[config.mk]
export PLATFORM = sky130hd
export DESIGN_NAME = dct_timer
export DESIGN_NICKNAME = d
export VERILOG_FILES = /design/src/dct_pkg.sv /design/src/dct_timer.sv
export VERILOG_INCLUDE_DIRS = /design/src /design/src/src
export SDC_FILE = /design/constraint.sdc
export NUM_CORES = 1
export LEC_CHECK = 0
export BUFFER_PORTS_ARGS = -buffer_cell sky130_fd_sc_hd__buf_2
export CAP_MARGIN = 40
export CORE_MARGIN = 4
export CORE_UTILIZATION = 30
export DETAILED_ROUTE_END_ITERATION = 8
export GPL_ROUTABILITY_DRIVEN = 1
export HOLD_SLACK_MARGIN = 0.15
export PLACE_DENSITY = 0.55
export SETUP_SLACK_MARGIN = 0.05
export SLEW_MARGIN = 20
export SYNTH_ARGS = -nofsm -noshare
export SYNTH_HDL_FRONTEND = slang
export SYNTH_SLANG_ARGS = --single-unit
[constraint.sdc]
create_clock -name pclk -period 2.2 [get_ports pclk]
set_clock_uncertainty 0.05 [all_clocks]
set_input_delay 0.33 -clock pclk [delete_from_list [all_inputs] [get_ports pclk]]
set_output_delay 0.33 -clock pclk [all_outputs]
set_load 0.1 [all_outputs]
[src/dct_map.svh]
// Register offsets, field positions and reset values of the compare trigger timer.
//
// Summary of operation
// - Eight-bit up-counter, software readable and writable.
// - Counter overflow sets the overflow flag.
// - Reset clears the counter to zero.
// - Two compare registers, reset to all ones.
// - Equality sets match flag, optional interrupt.
// - No compare during write to that register.
// - Match B flag requests interrupt when enabled.
// - Match A flag requests interrupt when enabled.
// - Overflow flag requests interrupt when enabled.
// - Clear select: none, match A, B, pin.
// - Internal prescaled clocks, code zero stops counting.
// - External clock rising, falling or both edges.
// - Compare matches drive the wave output pin.
// - Trigger pin edge can start counting.
// - Count stop halts counting when counter clears.
// - Exactly three interrupt sources exist.
// - Overflow only on wrap from ones to zero.
// - Flags clear by read-one then write-zero.
// - Output select keeps, drives low, high, toggles.
// - Trigger edge select; match clear stops counting.
`ifndef DCT_MAP_SVH
`define DCT_MAP_SVH

// ----------------------------------------------------------------------------
// Register offsets
// ----------------------------------------------------------------------------
`define DCT_OFS_COUNT     8'h00
`define DCT_OFS_CMP_A     8'h04
`define DCT_OFS_CMP_B     8'h08
`define DCT_OFS_CTRL0     8'h0C
`define DCT_OFS_STATUS    8'h10
`define DCT_OFS_CTRL1     8'h14

// ----------------------------------------------------------------------------
// Reset values
// ----------------------------------------------------------------------------
`define DCT_RST_COUNT     8'h00
`define DCT_RST_CMP       8'hFF
`define DCT_RST_CTRL      8'h00
`define DCT_ONES          8'hFF

// ----------------------------------------------------------------------------
// Field positions
// ----------------------------------------------------------------------------
`define DCT_C0_IEN_B      7
`define DCT_C0_IEN_A      6
`define DCT_C0_IEN_OVF    5
`define DCT_C0_CLR_HI     4
`define DCT_C0_CLR_LO     3
`define DCT_C0_CKS_HI     2
`define DCT_ST_FLAG_B     7
`define DCT_ST_FLAG_A     6
`define DCT_ST_FLAG_OVF   5
`define DCT_ST_RSV        4
`define DCT_ST_OSB_HI     3
`define DCT_ST_OSB_LO     2
`define DCT_ST_OSA_HI     1
`define DCT_ST_OSA_LO     0
`define DCT_C1_TEDGE_HI   4
`define DCT_C1_TEDGE_LO   3
`define DCT_C1_TRIGGER_START_ENABLE       2
`define DCT_C1_SUB        0
`define DCT_C1_RSV_MASK   8'hE2
`define DCT_PRESC_W       7

`endif

[src/dct_pkg.sv]
// Types shared by the compare trigger timer.
package dct_pkg;

  typedef logic [7:0] dct_byte_t;

  typedef enum logic [1:0] {
    DCT_WA_KEEP = 2'b00,
    DCT_WA_LOW  = 2'b01,
    DCT_WA_HIGH = 2'b10,
    DCT_WA_TOG  = 2'b11
  } dct_wave_act_e;

  typedef enum logic [1:0] {
    DCT_CLR_NONE = 2'b00,
    DCT_CLR_MA   = 2'b01,
    DCT_CLR_MB   = 2'b10,
    DCT_CLR_PIN  = 2'b11
  } dct_clr_sel_e;

  typedef enum logic {
    DCT_IDLE = 1'b0,
    DCT_RUN  = 1'b1
  } dct_run_e;

endpackage

[src/dct_timer.sv]
// Eight-bit compare trigger timer with APB register access.
//
// Implementation choices: the APB interface to the registers and the address map.
`timescale 1ns/100ps
`include "dct_map.svh"

module dct_timer (
  // Clock and reset.
  input  wire logic        pclk,
  input  wire logic        presetn,
  // APB slave.
  input  wire logic [7:0]  paddr,
  input  wire logic        psel,
  input  wire logic        penable,
  input  wire logic        pwrite,
  input  wire logic [31:0] pwdata,
  output logic      [31:0] prdata,
  output logic             pready,
  output logic             pslverr,
  // Timer pins.
  input  wire logic        ext_clock_pin,
  input  wire logic        ext_clear_pin,
  input  wire logic        trigger_pin,
  output logic             wave_out_pin,
  // Interrupt requests.
  output logic             irq_match_a,
  output logic             irq_match_b,
  output logic             irq_overflow
);

  // --------------------------------------------------------------------------
  // Registers
  // --------------------------------------------------------------------------
  dct_pkg::dct_byte_t count_reg;
  dct_pkg::dct_byte_t compare_a_reg;
  dct_pkg::dct_byte_t compare_b_reg;
  dct_pkg::dct_byte_t ctrl0_reg;
  dct_pkg::dct_byte_t ctrl1_reg;
  logic [3:0]         out_sel;
  logic               match_flag_a;
  logic               match_flag_b;
  logic               overflow_flag;
  logic               arm_a;
  logic               arm_b;
  logic               arm_ovf;

  // --------------------------------------------------------------------------
  // Bus decode
  // --------------------------------------------------------------------------
  logic setup;
  logic acc;
  logic wr;
  logic rd;
  logic mapped;
  logic wr_count;
  logic wr_cmp_a;
  logic wr_cmp_b;
  logic wr_status;
  logic rd_status;
  dct_pkg::dct_byte_t wbyte;

  assign setup     = psel & ~penable;
  assign acc       = psel & penable;
  assign wr        = acc & pwrite;
  assign rd        = acc & ~pwrite;
  assign wbyte     = pwdata[7:0];
  assign mapped    = (paddr == `DCT_OFS_COUNT) | (paddr == `DCT_OFS_CMP_A)
                   | (paddr == `DCT_OFS_CMP_B) | (paddr == `DCT_OFS_CTRL0)
                   | (paddr == `DCT_OFS_STATUS) | (paddr == `DCT_OFS_CTRL1);
  assign wr_count  = wr & (paddr == `DCT_OFS_COUNT);
  assign wr_cmp_a  = wr & (paddr == `DCT_OFS_CMP_A);
  assign wr_cmp_b  = wr & (paddr == `DCT_OFS_CMP_B);
  assign wr_status = wr & (paddr == `DCT_OFS_STATUS);
  assign rd_status = rd & (paddr == `DCT_OFS_STATUS);
  assign pready    = 1'b1;
  assign pslverr   = acc & ~mapped;

  // Read data is captured in the setup cycle so the access phase shows a flop.
  dct_pkg::dct_byte_t next_rbyte;

  always_comb begin
    next_rbyte = 8'h00;
    unique case (paddr)
      `DCT_OFS_COUNT:  next_rbyte = count_reg;
      `DCT_OFS_CMP_A:  next_rbyte = compare_a_reg;
      `DCT_OFS_CMP_B:  next_rbyte = compare_b_reg;
      `DCT_OFS_CTRL0:  next_rbyte = ctrl0_reg;
      `DCT_OFS_STATUS: next_rbyte = {match_flag_b, match_flag_a, overflow_flag, 1'b1, out_sel};
      `DCT_OFS_CTRL1:  next_rbyte = ctrl1_reg | `DCT_C1_RSV_MASK;
      default:         next_rbyte = 8'h00;
    endcase
  end

  always_ff @(posedge pclk or negedge presetn) begin
    if (!presetn) begin
      prdata <= 32'h00000000;
    end else if (setup) begin
      prdata <= {24'h000000, next_rbyte};
    end
  end

  // --------------------------------------------------------------------------
  // Control registers
  // --------------------------------------------------------------------------
  always_ff @(posedge pclk or negedge presetn) begin
    if (!presetn) begin
      compare_a_reg <= `DCT_RST_CMP;
      compare_b_reg <= `DCT_RST_CMP;
      ctrl0_reg     <= `DCT_RST_CTRL;
      ctrl1_reg     <= `DCT_RST_CTRL;
      out_sel       <= 4'h0;
    end else if (wr) begin
      if (paddr == `DCT_OFS_CMP_A) begin
        compare_a_reg <= wbyte;
      end
      if (paddr == `DCT_OFS_CMP_B) begin
        compare_b_reg <= wbyte;
      end
      if (paddr == `DCT_OFS_CTRL0) begin
        ctrl0_reg <= wbyte;
      end
      if (paddr == `DCT_OFS_CTRL1) begin
        ctrl1_reg <= wbyte & ~`DCT_C1_RSV_MASK;
      end
      if (paddr == `DCT_OFS_STATUS) begin
        out_sel <= wbyte[3:0];
      end
    end
  end

  logic [2:0] cks;
  logic       sub_sel;
  logic       trigger_start_enable;
  logic [1:0] tedge;
  dct_pkg::dct_clr_sel_e clr_sel;

  assign cks     = ctrl0_reg[`DCT_C0_CKS_HI:0];
  assign clr_sel = dct_pkg::dct_clr_sel_e'(ctrl0_reg[`DCT_C0_CLR_HI:`DCT_C0_CLR_LO]);
  assign sub_sel = ctrl1_reg[`DCT_C1_SUB];
  assign trigger_start_enable    = ctrl1_reg[`DCT_C1_TRIGGER_START_ENABLE];
  assign tedge   = ctrl1_reg[`DCT_C1_TEDGE_HI:`DCT_C1_TEDGE_LO];

  // --------------------------------------------------------------------------
  // Pin synchronisers
  // --------------------------------------------------------------------------
  // Index 0 is the external clock, 1 the external clear, 2 the trigger.
  logic [2:0] pin_raw;
  logic [2:0] pin_lvl;
  logic [2:0] pin_rise;
  logic [2:0] pin_fall;

  assign pin_raw = {trigger_pin, ext_clear_pin, ext_clock_pin};

  genvar gi;
  generate
    for (gi = 0; gi < 3; gi++) begin : g_sync
      logic s1;
      logic s2;
      logic s3;
      always_ff @(posedge pclk or negedge presetn) begin
        if (!presetn) begin
          s1 <= 1'b0;
          s2 <= 1'b0;
          s3 <= 1'b0;
          pin_lvl[gi] <= 1'b0;
        end else begin
          s1 <= pin_raw[gi];
          s2 <= s1;
          s3 <= s2;
          if (s2 == s3) begin
            pin_lvl[gi] <= s3;
          end
        end
      end
      assign pin_rise[gi] = (s2 == s3) & s3 & ~pin_lvl[gi];
      assign pin_fall[gi] = (s2 == s3) & ~s3 & pin_lvl[gi];
    end
  endgenerate

  // --------------------------------------------------------------------------
  // Prescaler and count source
  // --------------------------------------------------------------------------
  logic [`DCT_PRESC_W-1:0] presc;
  logic [`DCT_PRESC_W-1:0] div_mask;
  logic [2:0]              div_w;
  logic                    tick;

  always_ff @(posedge pclk or negedge presetn) begin
    if (!presetn) begin
      presc <= '0;
    end else begin
      presc <= presc + 1'b1;
    end
  end

  // A divided clock falls when all bits below its stage are ones.
  assign div_w    = {cks[1:0], 1'b0} + {2'b00, sub_sel};
  assign div_mask = 7'h7F >> (3'd7 - div_w);

  always_comb begin
    tick = 1'b0;
    if (!cks[2]) begin
      tick = (cks[1:0] != 2'b00) & ((presc & div_mask) == div_mask);
    end else begin
      unique case (cks[1:0])
        2'b00: tick = 1'b0;
        2'b01: tick = pin_rise[0];
        2'b10: tick = pin_fall[0];
        2'b11: tick = pin_rise[0] | pin_fall[0];
      endcase
    end
  end

  // --------------------------------------------------------------------------
  // Trigger start and count stop
  // --------------------------------------------------------------------------
  dct_pkg::dct_run_e run_st;
  logic trig_evt;
  logic match_clr;
  logic pin_clr;
  logic counting;

  always_comb begin
    trig_evt = 1'b0;
    unique case (tedge)
      2'b00: trig_evt = 1'b0;
      2'b01: trig_evt = pin_rise[2];
      2'b10: trig_evt = pin_fall[2];
      2'b11: trig_evt = pin_rise[2] | pin_fall[2];
    endcase
  end

  always_ff @(posedge pclk or negedge presetn) begin
    if (!presetn) begin
      run_st <= dct_pkg::DCT_IDLE;
    end else begin
      unique case (run_st)
        dct_pkg::DCT_IDLE: begin
          if (trigger_start_enable && trig_evt) begin
            run_st <= dct_pkg::DCT_RUN;
          end
        end
        dct_pkg::DCT_RUN: begin
          if (trigger_start_enable && (match_clr || pin_clr)) begin
            run_st <= dct_pkg::DCT_IDLE;
          end
        end
      endcase
    end
  end

  assign counting = ~trigger_start_enable | (run_st == dct_pkg::DCT_RUN);

  // --------------------------------------------------------------------------
  // Compare and counter
  // --------------------------------------------------------------------------
  logic eq_a;
  logic eq_b;
  logic eq_a_q;
  logic eq_b_q;
  logic match_a;
  logic match_b;
  logic inc;
  logic wrap;

  // A compare register is not compared in the cycle it is written.
  assign eq_a    = (count_reg == compare_a_reg) & ~wr_cmp_a;
  assign eq_b    = (count_reg == compare_b_reg) & ~wr_cmp_b;
  assign match_a = eq_a & ~eq_a_q;
  assign match_b = eq_b & ~eq_b_q;

  assign match_clr = ((clr_sel == dct_pkg::DCT_CLR_MA) & match_a)
                   | ((clr_sel == dct_pkg::DCT_CLR_MB) & match_b);
  assign pin_clr   = (clr_sel == dct_pkg::DCT_CLR_PIN) & pin_rise[1];
  assign inc       = tick & counting;
  assign wrap      = inc & (count_reg == `DCT_ONES) & ~wr_count & ~match_clr & ~pin_clr;

  always_ff @(posedge pclk or negedge presetn) begin
    if (!presetn) begin
      eq_a_q <= 1'b0;
      eq_b_q <= 1'b0;
    end else begin
      eq_a_q <= eq_a;
      eq_b_q <= eq_b;
    end
  end

  always_ff @(posedge pclk or negedge presetn) begin
    if (!presetn) begin
      count_reg <= `DCT_RST_COUNT;
    end else if (wr_count) begin
      count_reg <= wbyte;
    end else if (match_clr || pin_clr) begin
      count_reg <= `DCT_RST_COUNT;
    end else if (inc) begin
      count_reg <= count_reg + 8'h01;
    end
  end

  // --------------------------------------------------------------------------
  // Status flags
  // --------------------------------------------------------------------------
  // A flag clears only when the last status read saw it at one; a new set wins.
  logic next_flag_a;
  logic next_flag_b;
  logic next_flag_ovf;

  assign next_flag_a   = match_a | (match_flag_a & ~(wr_status & arm_a & ~wbyte[`DCT_ST_FLAG_A]));
  assign next_flag_b   = match_b | (match_flag_b & ~(wr_status & arm_b & ~wbyte[`DCT_ST_FLAG_B]));
  assign next_flag_ovf = wrap | (overflow_flag & ~(wr_status & arm_ovf & ~wbyte[`DCT_ST_FLAG_OVF]));

  always_ff @(posedge pclk or negedge presetn) begin
    if (!presetn) begin
      match_flag_a  <= 1'b0;
      match_flag_b  <= 1'b0;
      overflow_flag <= 1'b0;
    end else begin
      match_flag_a  <= next_flag_a;
      match_flag_b  <= next_flag_b;
      overflow_flag <= next_flag_ovf;
    end
  end

  always_ff @(posedge pclk or negedge presetn) begin
    if (!presetn) begin
      arm_a   <= 1'b0;
      arm_b   <= 1'b0;
      arm_ovf <= 1'b0;
    end else if (rd_status) begin
      arm_a   <= prdata[`DCT_ST_FLAG_A];
      arm_b   <= prdata[`DCT_ST_FLAG_B];
      arm_ovf <= prdata[`DCT_ST_FLAG_OVF];
    end else if (wr_status) begin
      arm_a   <= 1'b0;
      arm_b   <= 1'b0;
      arm_ovf <= 1'b0;
    end
  end

  // --------------------------------------------------------------------------
  // Interrupt requests
  // --------------------------------------------------------------------------
  always_ff @(posedge pclk or negedge presetn) begin
    if (!presetn) begin
      irq_match_a  <= 1'b0;
      irq_match_b  <= 1'b0;
      irq_overflow <= 1'b0;
    end else begin
      irq_match_b  <= next_flag_b & ctrl0_reg[`DCT_C0_IEN_B];
      irq_match_a  <= next_flag_a & ctrl0_reg[`DCT_C0_IEN_A];
      irq_overflow <= next_flag_ovf & ctrl0_reg[`DCT_C0_IEN_OVF];
    end
  end

  // --------------------------------------------------------------------------
  // Waveform output
  // --------------------------------------------------------------------------
  function automatic logic wave_apply(input logic cur, input logic [1:0] code);
    dct_pkg::dct_wave_act_e act;
    act = dct_pkg::dct_wave_act_e'(code);
    unique case (act)
      dct_pkg::DCT_WA_KEEP: wave_apply = cur;
      dct_pkg::DCT_WA_LOW:  wave_apply = 1'b0;
      dct_pkg::DCT_WA_HIGH: wave_apply = 1'b1;
      dct_pkg::DCT_WA_TOG:  wave_apply = ~cur;
    endcase
  endfunction

  // Match B is applied after match A, so B acts on A's result when both land together.
  logic next_wave_a;
  logic next_wave;

  assign next_wave_a = match_a ? wave_apply(wave_out_pin, out_sel[1:0]) : wave_out_pin;
  assign next_wave   = match_b ? wave_apply(next_wave_a, out_sel[3:2]) : next_wave_a;

  always_ff @(posedge pclk or negedge presetn) begin
    if (!presetn) begin
      wave_out_pin <= 1'b0;
    end else begin
      wave_out_pin <= next_wave;
    end
  end
endmodule

# Yosys cells after proc, flatten, opt, wreduce, memory -nomap -nowiden
# Cells that the tools add are included.
[totals] register_bits=80 inputBits=48 out_inout_bits=38 word_cells=182
[classes] add_sub_neg=4 n_eq_ne=27 shifts=1 muxes=18 bitwise_logic=83 reduce_logical=16
[op_table] cell="$pmux 8 s6" n=1
[op_table] cell="$and 1x1->1" n=45
[op_table] cell="$not 1->1" n=25
[op_table] cell="$mux 8" n=3
[op_table] cell="$eq 2x2->1 const B" n=10
[op_table] cell="$eq 8x4->1 const B" n=2
[op_table] cell="$eq 8x5->1 const B" n=2
[op_table] cell="$eq 8x8->1" n=2
[op_table] cell="$pmux 1 s4" n=4
[op_table] cell="$or 1x1->1" n=12
[op_table] cell="$eq 2x1->1 const B" n=5
[op_table] cell="$reduce_and 2->1" n=5
[op_table] cell="$mux 1" n=9
[op_table] cell="$add 8x1->8 const B" n=1
[op_table] cell="$eq 8x3->1 const B" n=1
[op_table] cell="$eq 8x8->1 const B" n=1
[op_table] cell="$logic_not 2->1" n=4
[op_table] cell="$logic_not 8->1" n=1
[op_table] cell="$add 7x1->7 const B" n=1
[op_table] cell="$and 7x7->7" n=1
[op_table] cell="$eq 7x7->1" n=1
[op_table] cell="$shr 7x3->7 const A" n=1
[op_table] cell="$reduce_bool 2->1" n=2
[op_table] cell="$add 3x1->3" n=1
[op_table] cell="other kinds (6)" n=9

# Longest topological paths before layout
[depth] ltp_word=14 mapped_depth=9 ltp_nobuf=8

# Worst setup path before layout
# No wires, ideal clock.
[synth_timing] path_type="input port to output port" start="input paddr[4]" end="output pslverr" arrival_time_ps=2741 required_ps=1820 path_slack_ps=-921 stages=3 n_path_buf=1 path_cell_list="buf_1 and3_1 nor3_1"
[synth_between] elab_chain_cells=8 word_cells_on_any_way=13 classes_between="eq/ne: 5; bitwise: 7; reduce/logical: 1"
[synth_lines] element="from (decl)" line="dct_timer.sv:12" source="input wire logic [7:0] paddr,"
[synth_lines] element="$eq 8x3->1 (no line) / $logic_not 8->1 (equally long branches)"
[synth_lines] element="$or 1x1->1 (4 in series)" line="dct_timer.sv:67" source="assign mapped = (paddr == `DCT_OFS_COUNT) | (paddr == `DCT_OFS_CMP_A)"
[synth_lines] element="$or 1x1->1 (*)" line="dct_timer.sv:67"
[synth_lines] element="$not 1->1 (*)" line="dct_timer.sv:76" source="assign pslverr = acc & ~mapped;"
[synth_lines] element="$and 1x1->1 (*)" line="dct_timer.sv:76"
[synth_lines] element="to (decl)" line="dct_timer.sv:19" source="output logic pslverr,"
# Mark *: on every way between the ends. The rest lies on a longest branch, timed or not.

# Final worst setup path
[layout_timing] start="register count_reg[5]" end="register irq_overflow"
[layout_between] elab_chain_cells=10 word_cells_on_any_way=17 classes_between="eq/ne: 3; bitwise: 14"
[layout_lines] element="from (decl)" line="dct_timer.sv:34" source="dct_pkg::dct_byte_t count_reg;"
[layout_lines] element="from (signal assigned)" line="dct_timer.sv:290" source="count_reg <= `DCT_RST_COUNT;"
[layout_lines] element="from (signal assigned)" line="dct_timer.sv:292" source="count_reg <= wbyte;"
[layout_lines] element="from (signal assigned)" line="dct_timer.sv:294" source="count_reg <= `DCT_RST_COUNT;"
[layout_lines] element="$eq 8x8->1 (on tied branches)" line="dct_timer.sv:267, dct_timer.sv:268"
[layout_lines] element="$and 1x1->1 (on tied branches)" line="dct_timer.sv:267, dct_timer.sv:268"
[layout_lines] element="$and 1x1->1 (on tied branches)" line="dct_timer.sv:269, dct_timer.sv:270"
[layout_lines] element="$and 1x1->1 (on tied branches)" line="dct_timer.sv:272, dct_timer.sv:273"
[layout_lines] element="$or 1x1->1" line="dct_timer.sv:273" source="| ((clr_sel == dct_pkg::DCT_CLR_MB) & match_b);"
[layout_lines] element="$not 1->1" line="dct_timer.sv:276" source="assign wrap = inc & (count_reg == `DCT_ONES) & ~wr_count & ~match_clr & ~pin_clr;"
[layout_lines] element="$and 1x1->1 (*) (2 in series)" line="dct_timer.sv:276"
[layout_lines] element="$or 1x1->1 (*)" line="dct_timer.sv:310" source="assign next_flag_ovf = wrap | (overflow_flag & ~(wr_status & arm_ovf & ~wbyte[`DCT_ST_FLAG_OVF]));"
[layout_lines] element="$and 1x1->1 (*)" line="dct_timer.sv:351" source="irq_overflow <= next_flag_ovf & ctrl0_reg[`DCT_C0_IEN_OVF];"
[layout_lines] element="to (signal assigned)" line="dct_timer.sv:351"
[layout_lines] element="to (decl)" line="dct_timer.sv:28" source="output logic irq_overflow"
# Marks and branches as above.
# A chain may end at the register's enable or synchronous reset.

==> results.rst <==
.. list-table::
   :header-rows: 1

   * - Metric
     - Value
   * - Cell types occupying the most area after synthesis
     - sky130_fd_sc_hd__dfrtp_1 (38%), sky130_fd_sc_hd__dfstp_2 (10%), sky130_fd_sc_hd__mux2_2 (9.1%)
   * - Highest clock frequency the design can meet
     - 490.7 MHz
   * - Time the final worst path needs with I/O delays and setup
     - 2.038 ns
   * - Path class of the lowest-slack min-delay path
     - in2reg
   * - Adder and majority gate portion of the synthesized area
     - 2.089%
   * - Distinct cell type count of the synthesized netlist
     - 54
   * - Antenna violations before repair
     - 0
   * - Fraction of the cycle the final worst path needs
     - 92.64%
   * - CTS clk-pin slew, worst paths
     - approximately 0.06 ns
   * - Diode insertion count for antenna repair
     - 0
   * - Count of input and output buffers
     - 36
   * - Endpoint class of the critical path
     - register
   * - Instance count along the most critical hold path
     - 3
   * - Standby leakage power
     - between 2 and 2.5 nW
   * - Post-synthesis compound-gate area fraction
     - between 10% and 20%
   * - Area Growth Syn to Fin
     - 19.04%
   * - Combinational family with the most area after synthesis
     - simple AND/OR/NAND/NOR gates
   * - Post-CTS Setup Repair Bufs
     - 0
   * - Worst min-delay path startpoint
     - pwdata[6]
   * - Count of mapped cells out of synthesis
     - approximately 380
   * - DR vias/cell
     - 4.667
   * - Worst reg2reg path endpoint
     - irq_overflow$_DFF_PN0_
   * - Global-route usage over all layers
     - 12.36%
   * - Setup slack of the most critical reg-to-reg path
     - 0.16 ns
   * - Fill cell instance count of the final layout
     - 1328
   * - Cell count of the worst reg-to-reg path
     - 6
   * - Core ar.
     - 0.01345 sq mm
   * - Detailed-route wire length per cell
     - around 16 um
   * - DRC violations left
     - 0
   * - Portion of the post-synthesis area used by sequential elements
     - 48.22%
   * - Die Wd
     - between 100 and 150 um
   * - Top cells by instance count after synthesis
     - sky130_fd_sc_hd__dfrtp_1 (64), sky130_fd_sc_hd__nand2_1 (36), sky130_fd_sc_hd__mux2_2 (34)
   * - Post-synthesis instance area
     - 0.004193 sq mm
   * - Reg-to-reg startpoint
     - count_reg[5]$_DFFE_PN0P_
   * - Post-synthesis share of cell area spent on xor and xnor gates
     - 5.849%
   * - # clock sinks
     - 80
   * - Total die area
     - 0.01593 sq mm
   * - Slew Viols, Final
     - 0
   * - Largest stage delay on the critical path
     - 0.46 ns
   * - Synth area leader
     - sky130_fd_sc_hd__dfrtp_1
   * - Simple-gate share of the synthesized area
     - 13.55%
   * - Routed via count
     - 2847
   * - Setup crit start kind
     - register
   * - Combined buffer and inverter count along the critical path
     - 0
   * - Maximum buffer depth of the clock tree
     - 2
   * - Cell chosen for the clock root
     - sky130_fd_sc_hd__clkbuf_16
   * - # setup viols final
     - 0
   * - Crit Path Class
     - reg2reg
   * - Worst path arrival time
     - roughly 2.2 ns
   * - CTS tree
     - done
   * - Count of maximum capacitance violations
     - 0
   * - Pin count of the biggest net entering global routing
     - 70
   * - Detailed Routing Iterations Pass 1
     - 4
   * - Portion of synthesized cell area occupied by the leading cell type
     - a little under two fifths
   * - Count of synthesis-stage warnings from yosys
     - 0
   * - Count of placed standard cells in the final layout, fillers left out
     - 610
   * - First DRT Iteration DRCs
     - 165
   * - Share of post-route cells with drive strength above 1
     - 32.95%
   * - I/O pin cnt
     - 86
   * - Remaining global-route overflow
     - 0
   * - Required time worst endpoint
     - ~2.4 ns
   * - Final TNS setup
     - 0 ns
   * - Most repeated cell in the gate-level netlist after synthesis
     - sky130_fd_sc_hd__dfrtp_1
   * - Final core occ
     - a little under two fifths
   * - Min-Delay Endpoint
     - count_reg[6]$_DFFE_PN0P_
   * - Number of nets in the layout
     - 484
   * - Initial Utilization
     - 31.17%
   * - CP max stage cell
     - sky130_fd_sc_hd__dfrtp_1
   * - Synth async-reset ratio
     - 100.0%
   * - Number of global-route vias before repair
     - 2840
   * - EDFF count, synth
     - 0
   * - Unrepaired setup endpoints after global routing
     - no
   * - Total number of placement rows
     - 42
   * - Antenna violation net count after detailed routing
     - 0
   * - Vertical extent of the die
     - 126.2 um
   * - Global-route wire length before repair
     - 15.35 mm
   * - Power per cell area
     - slightly below 800 mW/mm^2
   * - Primary FF master, synth
     - sky130_fd_sc_hd__dfrtp_1
   * - Latest clock arrival within the worst-skew pair
     - 0.34 ns
   * - Peak supply drop
     - between 0.4 and 0.5 mV
   * - Proportion of synthesized area in mux cells
     - 12.41%
   * - DP Cell Count
     - 590
   * - Mean instance size in the synthesized netlist
     - 10.98 sq um
   * - Final Hold Vio Count
     - 0
   * - Weighted congestion at the end of routability-driven global placement
     - 0.7833
   * - Overall routed net length
     - 9.558 mm
   * - #FFs+latches synth
     - 80
   * - Estimated wirelength of the detail-placed design
     - 7.079 mm
   * - Inserted Clock Buffers
     - 9
   * - Family with the most delay on the worst path
     - compound AO/OA/AOI/OAI gates
   * - Biggest fanout along the worst timing path
     - 5
   * - Worst-path cell chain
     - xor2_1 -> nor4_1 -> nand2_1 -> o41ai_2 -> a21o_1 -> o22ai_1
   * - Deepest level of the CTS H-tree
     - 3
   * - Run status
     - finished, final reports clean
kinds of logic (layout without fill, tap and decap cells):
group,Yosys count,after routing
compound gates,62,62
xor+xnor,28,28
fa+ha+maj,7,7
buf+inv,51,80
flops,80,80
mux,44,44
other cells,2,25
simple gates,108,108
tightest hold or removal path, stage by stage:
cell	delay, ns
sky130_fd_sc_hd__buf_2	0.13
sky130_fd_sc_hd__nand2_1	0.07
sky130_fd_sc_hd__o21ai_2	0.05
cell type report:
class | instances | area (sq um) | share of cell area, %
Clock buffer | 10 | 239.0 | 4.788
Clock inverter | 6 | 116.4 | 2.331
Inverter | 9 | 33.78 | 0.6769
Multi-Input combinational cell | 274 | 1981 | 39.68
Sequential cell | 80 | 2026 | 40.59
Tap cell | 176 | 220.2 | 4.412
Timing Repair Buffer | 55 | 375.4 | 7.521
report_power, final:
group	internal (mW)	switching, mW	total [mW]
clock	1.15	0.618	1.76
sequential	1.54	0.0731	1.61
combinational	0.176	0.423	0.600
stage by stage:
step	worst slack (ns)	total power, mW	area [sq um]	hold WS [ns]
2_1_floorplan	0.3451	2.090	4290	-0.01559
3_3_place_gp	0.04888	2.220	4572	0.1384
3_5_place_dp	0.01813	2.225	4572	0.1420
4_1_cts	0.1270	4.009	4974	0.2216
5_1_grt	0.05454	4.133	4991	0.2459
6_report	0.1620	3.972	4991	0.2273
routing by layer:
metal	global-route usage (%)	wire length (um)
met3	3.218	549
met1	17.48	4627
met2	18.40	4220
met4	4.164	160
met5	0	0
worst max path at each step:
stage | startpoint | endpoint | slack, ns | cells past startpoint
2_1_floorplan | paddr[4] | pslverr | 0.35 | 3
3_3_place_gp | count_reg[6]$_DFFE_PN0P_ | irq_overflow$_DFF_PN0_ | 0.05 | 6
3_5_place_dp | count_reg[6]$_DFFE_PN0P_ | irq_overflow$_DFF_PN0_ | 0.02 | 6
4_1_cts | count_reg[6]$_DFFE_PN0P_ | irq_overflow$_DFF_PN0_ | 0.13 | 6
5_1_grt | count_reg[6]$_DFFE_PN0P_ | wave_out_pin$_DFF_PN0_ | 0.05 | 6
6_report | count_reg[5]$_DFFE_PN0P_ | irq_overflow$_DFF_PN0_ | 0.16 | 6
layout by cell type (no fill, tap or decap), types with 10 or more instances in the layout:
cell type,n
sky130_fd_sc_hd__xor2_1,18
sky130_fd_sc_hd__conb_1,25
sky130_fd_sc_hd__nor2_1,15
sky130_fd_sc_hd__buf_4,14
sky130_fd_sc_hd__nand3_1,11
sky130_fd_sc_hd__buf_2,34
sky130_fd_sc_hd__xnor2_1,10
sky130_fd_sc_hd__dfrtp_1,61
sky130_fd_sc_hd__nand2_1,36
sky130_fd_sc_hd__dfstp_2,16
sky130_fd_sc_hd__mux2_2,34
sky130_fd_sc_hd__o21ai_0,18
timing repair:
item                                    CTS  global route
hold buffers                              4             0
hold endpoints to repair                 67             0
pin swaps                                 0             3
gates resized for setup                   1             5
endpoints found under the setup margin    5            11
(Power assumes the default switching activity.)
